**config.mk**
```make
export PLATFORM = sky130hd
export DESIGN_NAME = rtc_core
export DESIGN_NICKNAME = d
export VERILOG_FILES = /design/src/design/rtc_pkg.sv /design/src/design/rtc_core.sv
export VERILOG_INCLUDE_DIRS = /design/src /design/src/design
export SDC_FILE = /design/constraint.sdc
export NUM_CORES = 1
export LEC_CHECK = 0
export BUFFER_PORTS_ARGS = -buffer_cell sky130_fd_sc_hd__buf_2
export CORE_ASPECT_RATIO = 1.2
export CORE_UTILIZATION = 45
export CTS_CLUSTER_DIAMETER = 120
export DETAILED_ROUTE_END_ITERATION = 10
export GPL_TIMING_DRIVEN = 0
export SLEW_MARGIN = 5
export SYNTH_ARGS = -nofsm -noshare
export SYNTH_HDL_FRONTEND = slang
export SYNTH_SLANG_ARGS = --single-unit
```
**constraint.sdc**
```tcl
create_clock -name clk_i -period 4.15 [get_ports clk_i]
set_clock_uncertainty 0.1 [all_clocks]
set_input_delay 0.6225 -clock clk_i [delete_from_list [all_inputs] [get_ports clk_i]]
set_output_delay 0.6225 -clock clk_i [all_outputs]
set_load 0.03 [all_outputs]
```
**src/design/rtc_params.svh**
```systemverilog
// register map, field masks, reset values and timing counts of the rtc core
`ifndef RTC_PARAMS_SVH
`define RTC_PARAMS_SVH

`define S_COUNT_IDX 4'h0
`define M_COUNT_IDX 4'h1
`define HOUR_IDX 4'h2
`define WEEKDAY_IDX 4'h3
`define DATE_IDX 4'h4
`define MONTH_IDX 4'h5
`define YEAR_IDX 4'h6
`define SCRATCH_IDX 4'h7
`define M_ALARM_IDX 4'h8
`define HOUR_ALARM_IDX 4'h9
`define DW_ALARM_IDX 4'ha
`define EXT_IDX 4'hd
`define FLAG_IDX 4'he
`define CTRL_IDX 4'hf

`define S_COUNT_MASK 8'h7f
`define M_COUNT_MASK 8'h7f
`define HOUR_MASK 8'h3f
`define DATE_MASK 8'h3f
`define MONTH_MASK 8'h1f
`define SELECT_BIT 6
`define HIT_BIT 3
`define INT_EN_BIT 3
`define MASK_BIT 7

`define S_LAST 8'h59
`define M_LAST 8'h59
`define HOUR_LAST 8'h23
`define WEEKDAY_FIRST 7'h01
`define WEEKDAY_LAST 7'h40
`define DATE_FIRST 8'h01
`define MONTH_FIRST 8'h01
`define MONTH_LAST 8'h12
`define YEAR_LAST 8'h99
`define FEBRUARY 8'h02
`define LEN_31 8'h31
`define LEN_30 8'h30
`define LEN_29 8'h29
`define LEN_28 8'h28

`define RESET_YEAR 8'h01
`define ALARM_RESET 8'h80

`define CLK_HZ 10000000
`define XTAL_HZ 32768
`define SECOND_S 1

`endif

```
**src/design/rtc_pkg.sv**
```systemverilog
// types shared by the rtc core
package rtc_pkg;
  typedef struct packed {
    logic [7:0] year_count_reg;
    logic [7:0] month_count_reg;
    logic [7:0] date_count_reg;
    logic [6:0] weekday_onehot_reg;
    logic [7:0] hour_count_reg;
    logic [7:0] m_count_reg;
    logic [7:0] s_count_reg;
  } clock_state_type;
endpackage

```
**src/design/rtc_core.sv**
```systemverilog
// time, calendar and alarm core of the rtc with a classic wishbone slave
// How it works
// - seconds count BCD 00 to 59, then wrap to 00, once per second.
// - writing seconds clears the sub-second divider so the next step is a second away.
// - minutes count BCD 00 to 59 and wrap to 00.
// - hours count 24-hour BCD 00 to 23 and wrap to 00.
// - all time and calendar values except the one-hot weekday are packed BCD, tens in upper nibble.
// - weekday is one-hot in bits 0 to 6, shifting left daily, 40h back to 01h.
// - Sunday is 01h up to Saturday 40h; bit 7 always zero.
// - calendar steps date, month and year correctly from 2001 to 2099.
// - date wraps after 31, 30 or 28 depending on the month.
// - a year value divisible by four lets February reach 29.
// - month steps 1 to 12 and wraps to 1 when the date wraps.
// - year holds two BCD digits, 00 to 99, then wraps to 00.
// - scratch byte at 7 stores any value with no other effect.
// - alarms: minute at 8, hour at 9, weekday or date at A, mask bit 7.
// - alarm match sets the alarm flag and drives the interrupt pin low.
// - fixed-zero bits of time registers ignore writes and read zero.
// - free storage bits in alarm registers are plain storage, not compared.
// - select 1 compares the A alarm with date, 0 with the weekday.
// - interrupt pin goes low only while the alarm interrupt enable is 1.
//
// Design decision made here: the Wishbone register port.
`timescale 1ns/1ns
`default_nettype none
`include "rtc_params.svh"

module rtc_core
  import rtc_pkg::*;
#(
  parameter int CLK_HZ = `CLK_HZ,
  parameter int XTAL_HZ = `XTAL_HZ,
  parameter int XTAL_DIV = `SECOND_S * `XTAL_HZ
) (
  input wire logic clk_i,
  input wire logic rst_i,
  input wire logic wb_cyc_i,
  input wire logic wb_stb_i,
  input wire logic wb_we_i,
  input wire logic [7:0] wb_adr_i,
  input wire logic [3:0] wb_sel_i,
  input wire logic [31:0] wb_dat_i,
  output logic [31:0] wb_dat_o,
  output logic wb_ack_o,
  output logic irq_n_o
);

  localparam int ACC_W = $clog2(CLK_HZ) + 1;
  localparam int DIV_W = $clog2(XTAL_DIV);
  localparam logic [ACC_W-1:0] ACC_STEP = ACC_W'(XTAL_HZ);
  localparam logic [ACC_W-1:0] ACC_TOP = ACC_W'(CLK_HZ);
  localparam logic [DIV_W-1:0] DIV_LAST = DIV_W'(XTAL_DIV - 1);

  clock_state_type now;
  logic [7:0] scratch_byte;
  logic [7:0] m_alarm_reg;
  logic [7:0] hour_alarm_reg;
  logic [7:0] date_alarm_reg;
  logic [7:0] weekday_alarm_reg;
  logic weekday_or_date_select;
  logic alarm_hit_flag;
  logic alarm_int_enable;

  logic bus_req;
  logic wr_en;
  logic mapped;
  logic [3:0] idx;
  logic [7:0] wdata;
  logic [7:0] rdata;

  logic [ACC_W-1:0] phase;
  logic [ACC_W-1:0] phase_sum;
  logic xtal_en;
  logic [DIV_W-1:0] sub_count;
  logic sec_tick;
  logic pending;
  logic step;
  logic s_write;

  logic s_wrap;
  logic m_wrap;
  logic h_wrap;
  logic date_wrap;
  logic month_wrap;
  logic leap;
  logic [7:0] month_len;

  logic m_ok;
  logic h_ok;
  logic dw_ok;
  logic match_now;
  logic match_q;
  logic alarm_event;

  function automatic logic [7:0] bcd_inc(input logic [7:0] v);
    if (v[3:0] == 4'h9) begin
      bcd_inc = {v[7:4] + 4'h1, 4'h0};
    end else begin
      bcd_inc = {v[7:4], v[3:0] + 4'h1};
    end
  endfunction

  function automatic logic wr_to(input logic [3:0] k);
    wr_to = wr_en && mapped && (idx == k);
  endfunction

  // bus decode, one aligned word per register
  assign bus_req = wb_cyc_i & wb_stb_i & ~wb_ack_o;
  assign wr_en = bus_req & wb_we_i & wb_sel_i[0];
  assign idx = wb_adr_i[5:2];
  assign mapped = (wb_adr_i[7:6] == 2'b00) && (wb_adr_i[1:0] == 2'b00);
  assign wdata = wb_dat_i[7:0];
  assign s_write = wr_en && mapped && (idx == `S_COUNT_IDX);

  always_ff @(posedge clk_i) begin
    if (rst_i) begin
      wb_ack_o <= 1'b0;
    end else begin
      wb_ack_o <= bus_req;
    end
  end

  always_comb begin
    rdata = 8'h00;
    if (mapped) begin
      unique case (idx)
        `S_COUNT_IDX: rdata = now.s_count_reg;
        `M_COUNT_IDX: rdata = now.m_count_reg;
        `HOUR_IDX: rdata = now.hour_count_reg;
        `WEEKDAY_IDX: rdata = {1'b0, now.weekday_onehot_reg};
        `DATE_IDX: rdata = now.date_count_reg;
        `MONTH_IDX: rdata = now.month_count_reg;
        `YEAR_IDX: rdata = now.year_count_reg;
        `SCRATCH_IDX: rdata = scratch_byte;
        `M_ALARM_IDX: rdata = m_alarm_reg;
        `HOUR_ALARM_IDX: rdata = hour_alarm_reg;
        `DW_ALARM_IDX: rdata = date_alarm_reg;
        `EXT_IDX: rdata = {1'b0, weekday_or_date_select, 6'h00};
        `FLAG_IDX: rdata = {4'h0, alarm_hit_flag, 3'h0};
        `CTRL_IDX: rdata = {4'h0, alarm_int_enable, 3'h0};
        default: rdata = 8'h00;
      endcase
    end
  end

  always_ff @(posedge clk_i) begin
    if (rst_i) begin
      wb_dat_o <= 32'h0000_0000;
    end else if (bus_req && !wb_we_i) begin
      wb_dat_o <= {24'h00_0000, rdata};
    end
  end

  // crystal timebase
  // fractional accumulator gives 32.768 kHz enables from clk_i
  assign phase_sum = phase + ACC_STEP;
  assign xtal_en = phase_sum >= ACC_TOP;
  assign sec_tick = xtal_en && (sub_count == DIV_LAST);

  always_ff @(posedge clk_i) begin
    if (rst_i || s_write) begin
      phase <= '0;
      sub_count <= '0;
    end else if (xtal_en) begin
      phase <= phase_sum - ACC_TOP;
      sub_count <= (sub_count == DIV_LAST) ? '0 : sub_count + 1'b1;
    end else begin
      phase <= phase_sum;
    end
  end

  // a tick during a bus write waits one cycle instead of racing it
  always_ff @(posedge clk_i) begin
    if (rst_i || s_write) begin
      pending <= 1'b0;
    end else if (sec_tick) begin
      pending <= 1'b1;
    end else if (step) begin
      pending <= 1'b0;
    end
  end

  assign step = pending & ~wr_en;

  // leap when the BCD year is divisible by four
  assign leap = !now.year_count_reg[0] &&
                (now.year_count_reg[1] == now.year_count_reg[4]);

  always_comb begin
    unique case (now.month_count_reg)
      `FEBRUARY: month_len = leap ? `LEN_29 : `LEN_28;
      8'h04, 8'h06, 8'h09, 8'h11: month_len = `LEN_30;
      default: month_len = `LEN_31;
    endcase
  end

  assign s_wrap = step && (now.s_count_reg == `S_LAST);
  assign m_wrap = s_wrap && (now.m_count_reg == `M_LAST);
  assign h_wrap = m_wrap && (now.hour_count_reg == `HOUR_LAST);
  assign date_wrap = h_wrap && (now.date_count_reg == month_len);
  assign month_wrap = date_wrap && (now.month_count_reg == `MONTH_LAST);

  always_ff @(posedge clk_i) begin
    if (rst_i) begin
      now.s_count_reg <= 8'h00;
      now.m_count_reg <= 8'h00;
      now.hour_count_reg <= 8'h00;
      now.weekday_onehot_reg <= `WEEKDAY_FIRST;
      now.date_count_reg <= `DATE_FIRST;
      now.month_count_reg <= `MONTH_FIRST;
      now.year_count_reg <= `RESET_YEAR;
    end else begin
      if (s_write) begin
        now.s_count_reg <= wdata & `S_COUNT_MASK;
      end else if (step) begin
        now.s_count_reg <= s_wrap ? 8'h00 : bcd_inc(now.s_count_reg);
      end
      if (wr_to(`M_COUNT_IDX)) begin
        now.m_count_reg <= wdata & `M_COUNT_MASK;
      end else if (s_wrap) begin
        now.m_count_reg <= m_wrap ? 8'h00 : bcd_inc(now.m_count_reg);
      end
      if (wr_to(`HOUR_IDX)) begin
        now.hour_count_reg <= wdata & `HOUR_MASK;
      end else if (m_wrap) begin
        now.hour_count_reg <= h_wrap ? 8'h00 : bcd_inc(now.hour_count_reg);
      end
      if (wr_to(`WEEKDAY_IDX)) begin
        now.weekday_onehot_reg <= wdata[6:0];
      end else if (h_wrap) begin
        now.weekday_onehot_reg <= (now.weekday_onehot_reg == `WEEKDAY_LAST) ?
                                  `WEEKDAY_FIRST : {now.weekday_onehot_reg[5:0], 1'b0};
      end
      if (wr_to(`DATE_IDX)) begin
        now.date_count_reg <= wdata & `DATE_MASK;
      end else if (h_wrap) begin
        now.date_count_reg <= date_wrap ? `DATE_FIRST : bcd_inc(now.date_count_reg);
      end
      if (wr_to(`MONTH_IDX)) begin
        now.month_count_reg <= wdata & `MONTH_MASK;
      end else if (date_wrap) begin
        now.month_count_reg <= month_wrap ? `MONTH_FIRST : bcd_inc(now.month_count_reg);
      end
      if (wr_to(`YEAR_IDX)) begin
        now.year_count_reg <= wdata;
      end else if (month_wrap) begin
        now.year_count_reg <= (now.year_count_reg == `YEAR_LAST) ?
                              8'h00 : bcd_inc(now.year_count_reg);
      end
    end
  end

  always_ff @(posedge clk_i) begin
    if (rst_i) begin
      scratch_byte <= 8'h00;
      m_alarm_reg <= `ALARM_RESET;
      hour_alarm_reg <= `ALARM_RESET;
      date_alarm_reg <= `ALARM_RESET;
      weekday_or_date_select <= 1'b0;
      alarm_int_enable <= 1'b0;
    end else begin
      if (wr_to(`SCRATCH_IDX)) begin
        scratch_byte <= wdata;
      end
      if (wr_to(`M_ALARM_IDX)) begin
        m_alarm_reg <= wdata;
      end
      if (wr_to(`HOUR_ALARM_IDX)) begin
        hour_alarm_reg <= wdata;
      end
      if (wr_to(`DW_ALARM_IDX)) begin
        date_alarm_reg <= wdata;
      end
      if (wr_to(`EXT_IDX)) begin
        weekday_or_date_select <= wdata[`SELECT_BIT];
      end
      if (wr_to(`CTRL_IDX)) begin
        alarm_int_enable <= wdata[`INT_EN_BIT];
      end
    end
  end

  // the A slot holds either the weekday or the date alarm
  assign weekday_alarm_reg = date_alarm_reg;

  assign m_ok = m_alarm_reg[`MASK_BIT] || (m_alarm_reg[6:0] == now.m_count_reg[6:0]);
  assign h_ok = hour_alarm_reg[`MASK_BIT] ||
                (hour_alarm_reg[5:0] == now.hour_count_reg[5:0]);
  assign dw_ok = weekday_alarm_reg[`MASK_BIT] ||
                 (weekday_or_date_select ?
                  (date_alarm_reg[5:0] == now.date_count_reg[5:0]) :
                  |(weekday_alarm_reg[6:0] & now.weekday_onehot_reg));
  assign match_now = m_ok && h_ok && dw_ok;
  assign alarm_event = match_now && !match_q;

  // starts high so a reset with all fields masked raises no event
  always_ff @(posedge clk_i) begin
    if (rst_i) begin
      match_q <= 1'b1;
    end else begin
      match_q <= match_now;
    end
  end

  // alarm flag, a new event beats a clear
  always_ff @(posedge clk_i) begin
    if (rst_i) begin
      alarm_hit_flag <= 1'b0;
    end else if (alarm_event) begin
      alarm_hit_flag <= 1'b1;
    end else if (wr_to(`FLAG_IDX) && !wdata[`HIT_BIT]) begin
      alarm_hit_flag <= 1'b0;
    end
  end

  always_ff @(posedge clk_i) begin
    if (rst_i) begin
      irq_n_o <= 1'b1;
    end else begin
      irq_n_o <= !(alarm_hit_flag && alarm_int_enable);
    end
  end

  s_wrap_a: assert property (
    @(posedge clk_i) disable iff (rst_i)
    s_wrap && !s_write |=> now.s_count_reg == 8'h00)
    else $error("seconds did not wrap to 00");

  s_step_a: assert property (
    @(posedge clk_i) disable iff (rst_i)
    step && !s_wrap && !s_write |=> now.s_count_reg == bcd_inc($past(now.s_count_reg)))
    else $error("seconds did not step by one");

  div_clear_a: assert property (
    @(posedge clk_i) disable iff (rst_i)
    s_write |=> sub_count == '0 && !pending)
    else $error("divider not cleared by seconds write");

  m_wrap_a: assert property (
    @(posedge clk_i) disable iff (rst_i)
    m_wrap && !wr_en |=> now.m_count_reg == 8'h00 && now.s_count_reg == 8'h00)
    else $error("minutes did not wrap with seconds");

  hour_wrap_a: assert property (
    @(posedge clk_i) disable iff (rst_i)
    h_wrap && !wr_en |=> now.hour_count_reg == 8'h00)
    else $error("hours did not wrap after 23");

  weekday_rot_a: assert property (
    @(posedge clk_i) disable iff (rst_i)
    h_wrap && !wr_en && now.weekday_onehot_reg == 7'h40 |=> now.weekday_onehot_reg == 7'h01)
    else $error("weekday did not return to 01h");

  feb_len_a: assert property (
    @(posedge clk_i) disable iff (rst_i)
    h_wrap && !wr_en && now.month_count_reg == 8'h02 && now.date_count_reg == 8'h28
    |=> now.date_count_reg == ($past(leap) ? 8'h29 : 8'h01))
    else $error("february end wrong for leap state");

  month_wrap_a: assert property (
    @(posedge clk_i) disable iff (rst_i)
    month_wrap && !wr_en |=> now.month_count_reg == 8'h01 && now.date_count_reg == 8'h01)
    else $error("new year did not restart january 01");

  zero_bits_a: assert property (
    @(posedge clk_i) disable iff (rst_i)
    now.hour_count_reg[7:6] == 2'b00 && now.date_count_reg[7:6] == 2'b00 &&
    now.month_count_reg[7:5] == 3'b000 && !now.s_count_reg[7])
    else $error("fixed-zero bit set");

  alarm_set_a: assert property (
    @(posedge clk_i) disable iff (rst_i)
    alarm_event |=> alarm_hit_flag ##1 (irq_n_o == !alarm_int_enable))
    else $error("alarm event not flagged on pin");

  irq_gate_a: assert property (
    @(posedge clk_i) disable iff (rst_i)
    !irq_n_o |-> $past(alarm_hit_flag) && $past(alarm_int_enable))
    else $error("interrupt low without enabled flag");

endmodule

`default_nettype wire

```
==> flow_summary.yaml <==
status:
  status: "completed"
grt:
  antenna_found_initial: 0
  grt_max_degree: 17
  first_global_vias: 7551
  grt.total_usage: 0.297
  grt.overflow.total: 0
  grt_pass1_wl_um: 42900
final_layout:
  biggestRegsByFlops: "now (55), phase (18), sub_count (15)"
  final_core_util: 0.526
  fillers: 1798
  largest_register_ffs: 55
  stdcell_count: 1363
  area_growth_pct: 14.1
  diodes: 0
  drive_gt1_frac: 0.102
  max_flop_register: "now"
  final_nets: 1202
synth:
  synthFlopType: "dfxtp_1"
  syn_inst: 1059
  ys_warn_count: 0
  synth_seq_cells: 135
  yosysSeqAreaShare: 0.322
  synth_area_per_cell_um2: 7.93
  yosysUniqueCellTypes: 77
  netlist_area_um2: 8400
  synthArstFlopShare: 0
  synth_edf_count: 0
placement:
  routabilityCongestion: 0.969
  dp_hpwl_um: 20200
  port_buffers: 25
  place_ws_ns: 0.201
  dp.cells: 1331
timing:
  rsz0062_at_grt: "false"
  final.setup.tns_ns: 0
  hold_viol: 0
  relSlewSlack: 0.220
  setup_violations: 0
  max_freq_mhz: 263
  tightest_slew_ns: 1.15
  post-route-min-period_ns: 3.80
  slew_violations: 0
  layout_setup_ws_ns: 0.349
  final.period_utilization: 0.916
setup_path:
  worstSetupStartpointType: "flip-flop"
  r2r_cells: 8
  rr_startpoint: "now[8]"
  worstReg2RegEnd: "now[49]"
  setup.worst_path.end: "now[49]"
  critical_path_class: "reg -> reg"
  reg2reg_slack_ns: 0.35
  arrival_ns: 4.03
  crit_fanout: 7
  crit_start: "now[8]"
  cp_data_required_time_ns: 4.38
  end_kind: "flip-flop"
clocking:
  cts_root_buf: "clkbuf_16"
  cts_setup_buffers: 0
  clk_latency_ns: 0.43
  h-tree-depth: 4
  cts_buffers: 17
  cts_tree: "built"
  ctsHoldBuffers: 0
  cts_max_path_buffers: 2
  clkTransAtPathRegs_ns: 0.06
  cts.repair.resized: 0
  clock_sinks: 135
floorplanning:
  dieArea_um2: 19200
  die_height_um: 152
  initial_core_util: 0.461
  core_region_area_um2: 18200
  die_w_um: 127
  rows: 54
  ios: 83
detailed_routing:
  drt_iter0_drc: 645
  wirelength_um: 27800
  vias_per_cell: 5.97
  drc: 0
  drt-pass1-iter-count: 7
  ant_nets: 0
  wl_per_cell_um: 20.4
  vias: 8137
pwr:
  ir_drop_uv: 299
  powerDensity_nw_per_um2: 346
  p_leak_uw: 0.00366
hold_path:
  hp-class: "reg -> reg"
job:
  cap_viol_max_count: 0
-- worst max-delay path, stage by stage, from the launching register on --
cell      delay (ns)
dfxtp_1         0.53
ha_1            0.25
and3b_2         0.26
nor4b_1         0.85
nand4_1         0.29
a211oi_2        0.41
nand2_1         0.23
or4_1           0.51
a311oi_1        0.27
-- placed cells by master (no fill, tap or decap), types with 12 or more instances in the layout --
cell type  count
dfxtp_1      135
nor2_1       119
nand2_1       96
clkbuf_1      57
a21oi_1       57
nand3_1       51
nor3_1        38
o21ai_0       37
xor2_1        35
inv_1         33
buf_2         31
mux2i_1       29
a211oi_1      28
xnor2_1       27
ha_1          27
buf_4         26
conb_1        24
nand3b_1      18
and3_1        18
a22oi_1       18
clkbuf_16     17
nor4_1        14
nand4_1       13
nand2b_1      13
a31oi_1       12
nor2b_1       12
-- stage by stage --
stage	hold WS (ns)	total power [uW]	instance area, um2
after floorplan	0.292	1490	8490
after global routing	0.350	3400	9590
after global placement	0.317	1560	8890
final	0.333	3310	9590
after detailed placement	0.322	1560	8890
after CTS	0.337	3340	9580
-- per-layer routing --
layer / up-vias / wire length [um] / global-route usage
met2: 283 / 13200 / 0.506
li1: 3895 / - / -
met5: - / 0 / 0
met3: 101 / 1470 / 0.0467
met1: 3858 / 11500 / 0.353
met4: 0 / 1600 / 0.185
-- cells by family (layout without fill, tap and decap cells) --
family | after synthesis | in the layout | share of synthesized area
DFF | 135 | 135 | 0.322
muxes | 37 | 37 | 0.0524
adders and majority gates | 27 | 27 | 0.0402
AOI/OAI and AO/OA | 230 | 230 | 0.189
xor gates and xnor gates | 62 | 62 | 0.0646
buffers and inverters | 128 | 185 | 0.0713
other | 1 | 24 | 0.000446
and+or+nand+nor | 439 | 439 | 0.260
-- final cells by class --
class | instances | area, um2 | share of cell area
Sequential cell | 135 | 2700 | 0.282
Multi-Input combinational cell | 819 | 5190 | 0.541
Tap cell | 224 | 280 | 0.0292
Clock buffer | 21 | 470 | 0.0491
Clock inverter | 11 | 219 | 0.0228
Inverter | 33 | 124 | 0.0129
Timing Repair Buffer | 25 | 125 | 0.0130
Buffer | 95 | 475 | 0.0496
-- cell usage after synthesis (13+ instances only) --
master | count | area [um2]
a211oi_1 | 29 | 218
a21oi_1 | 57 | 285
a22oi_1 | 18 | 135
and3_1 | 18 | 113
buf_4 | 26 | 195
clkbuf_1 | 56 | 210
dfxtp_1 | 135 | 2700
ha_1 | 27 | 338
inv_1 | 33 | 124
mux2i_1 | 29 | 290
nand2_1 | 96 | 360
nand2b_1 | 13 | 81.3
nand3_1 | 51 | 255
nand3b_1 | 18 | 135
nand4_1 | 13 | 81.3
nor2_1 | 119 | 447
nor3_1 | 38 | 190
nor4_1 | 14 | 87.6
o21ai_0 | 37 | 185
xnor2_1 | 27 | 236
xor2_1 | 35 | 307
-- worst min path at each step --
stage / from / endpoint / depth (start not counted)
floorplan: alarm_int_enable / irq_n_o / 1
global placement: alarm_int_enable / irq_n_o / 1
detailed placement: alarm_hit_flag / irq_n_o / 1
CTS: alarm_int_enable / irq_n_o / 1
global route: alarm_int_enable / irq_n_o / 1
finish: alarm_int_enable / irq_n_o / 1
-- report_power, final --
part / internal [uW] / leakage [uW] / switching, uW
clock: 1180 / 0.000333 / 597
combinational: 63.5 / 0.00224 / 173
sequential: 1300 / 0.00109 / 3.35
Note: power is estimated with default switching activity, not from simulation.
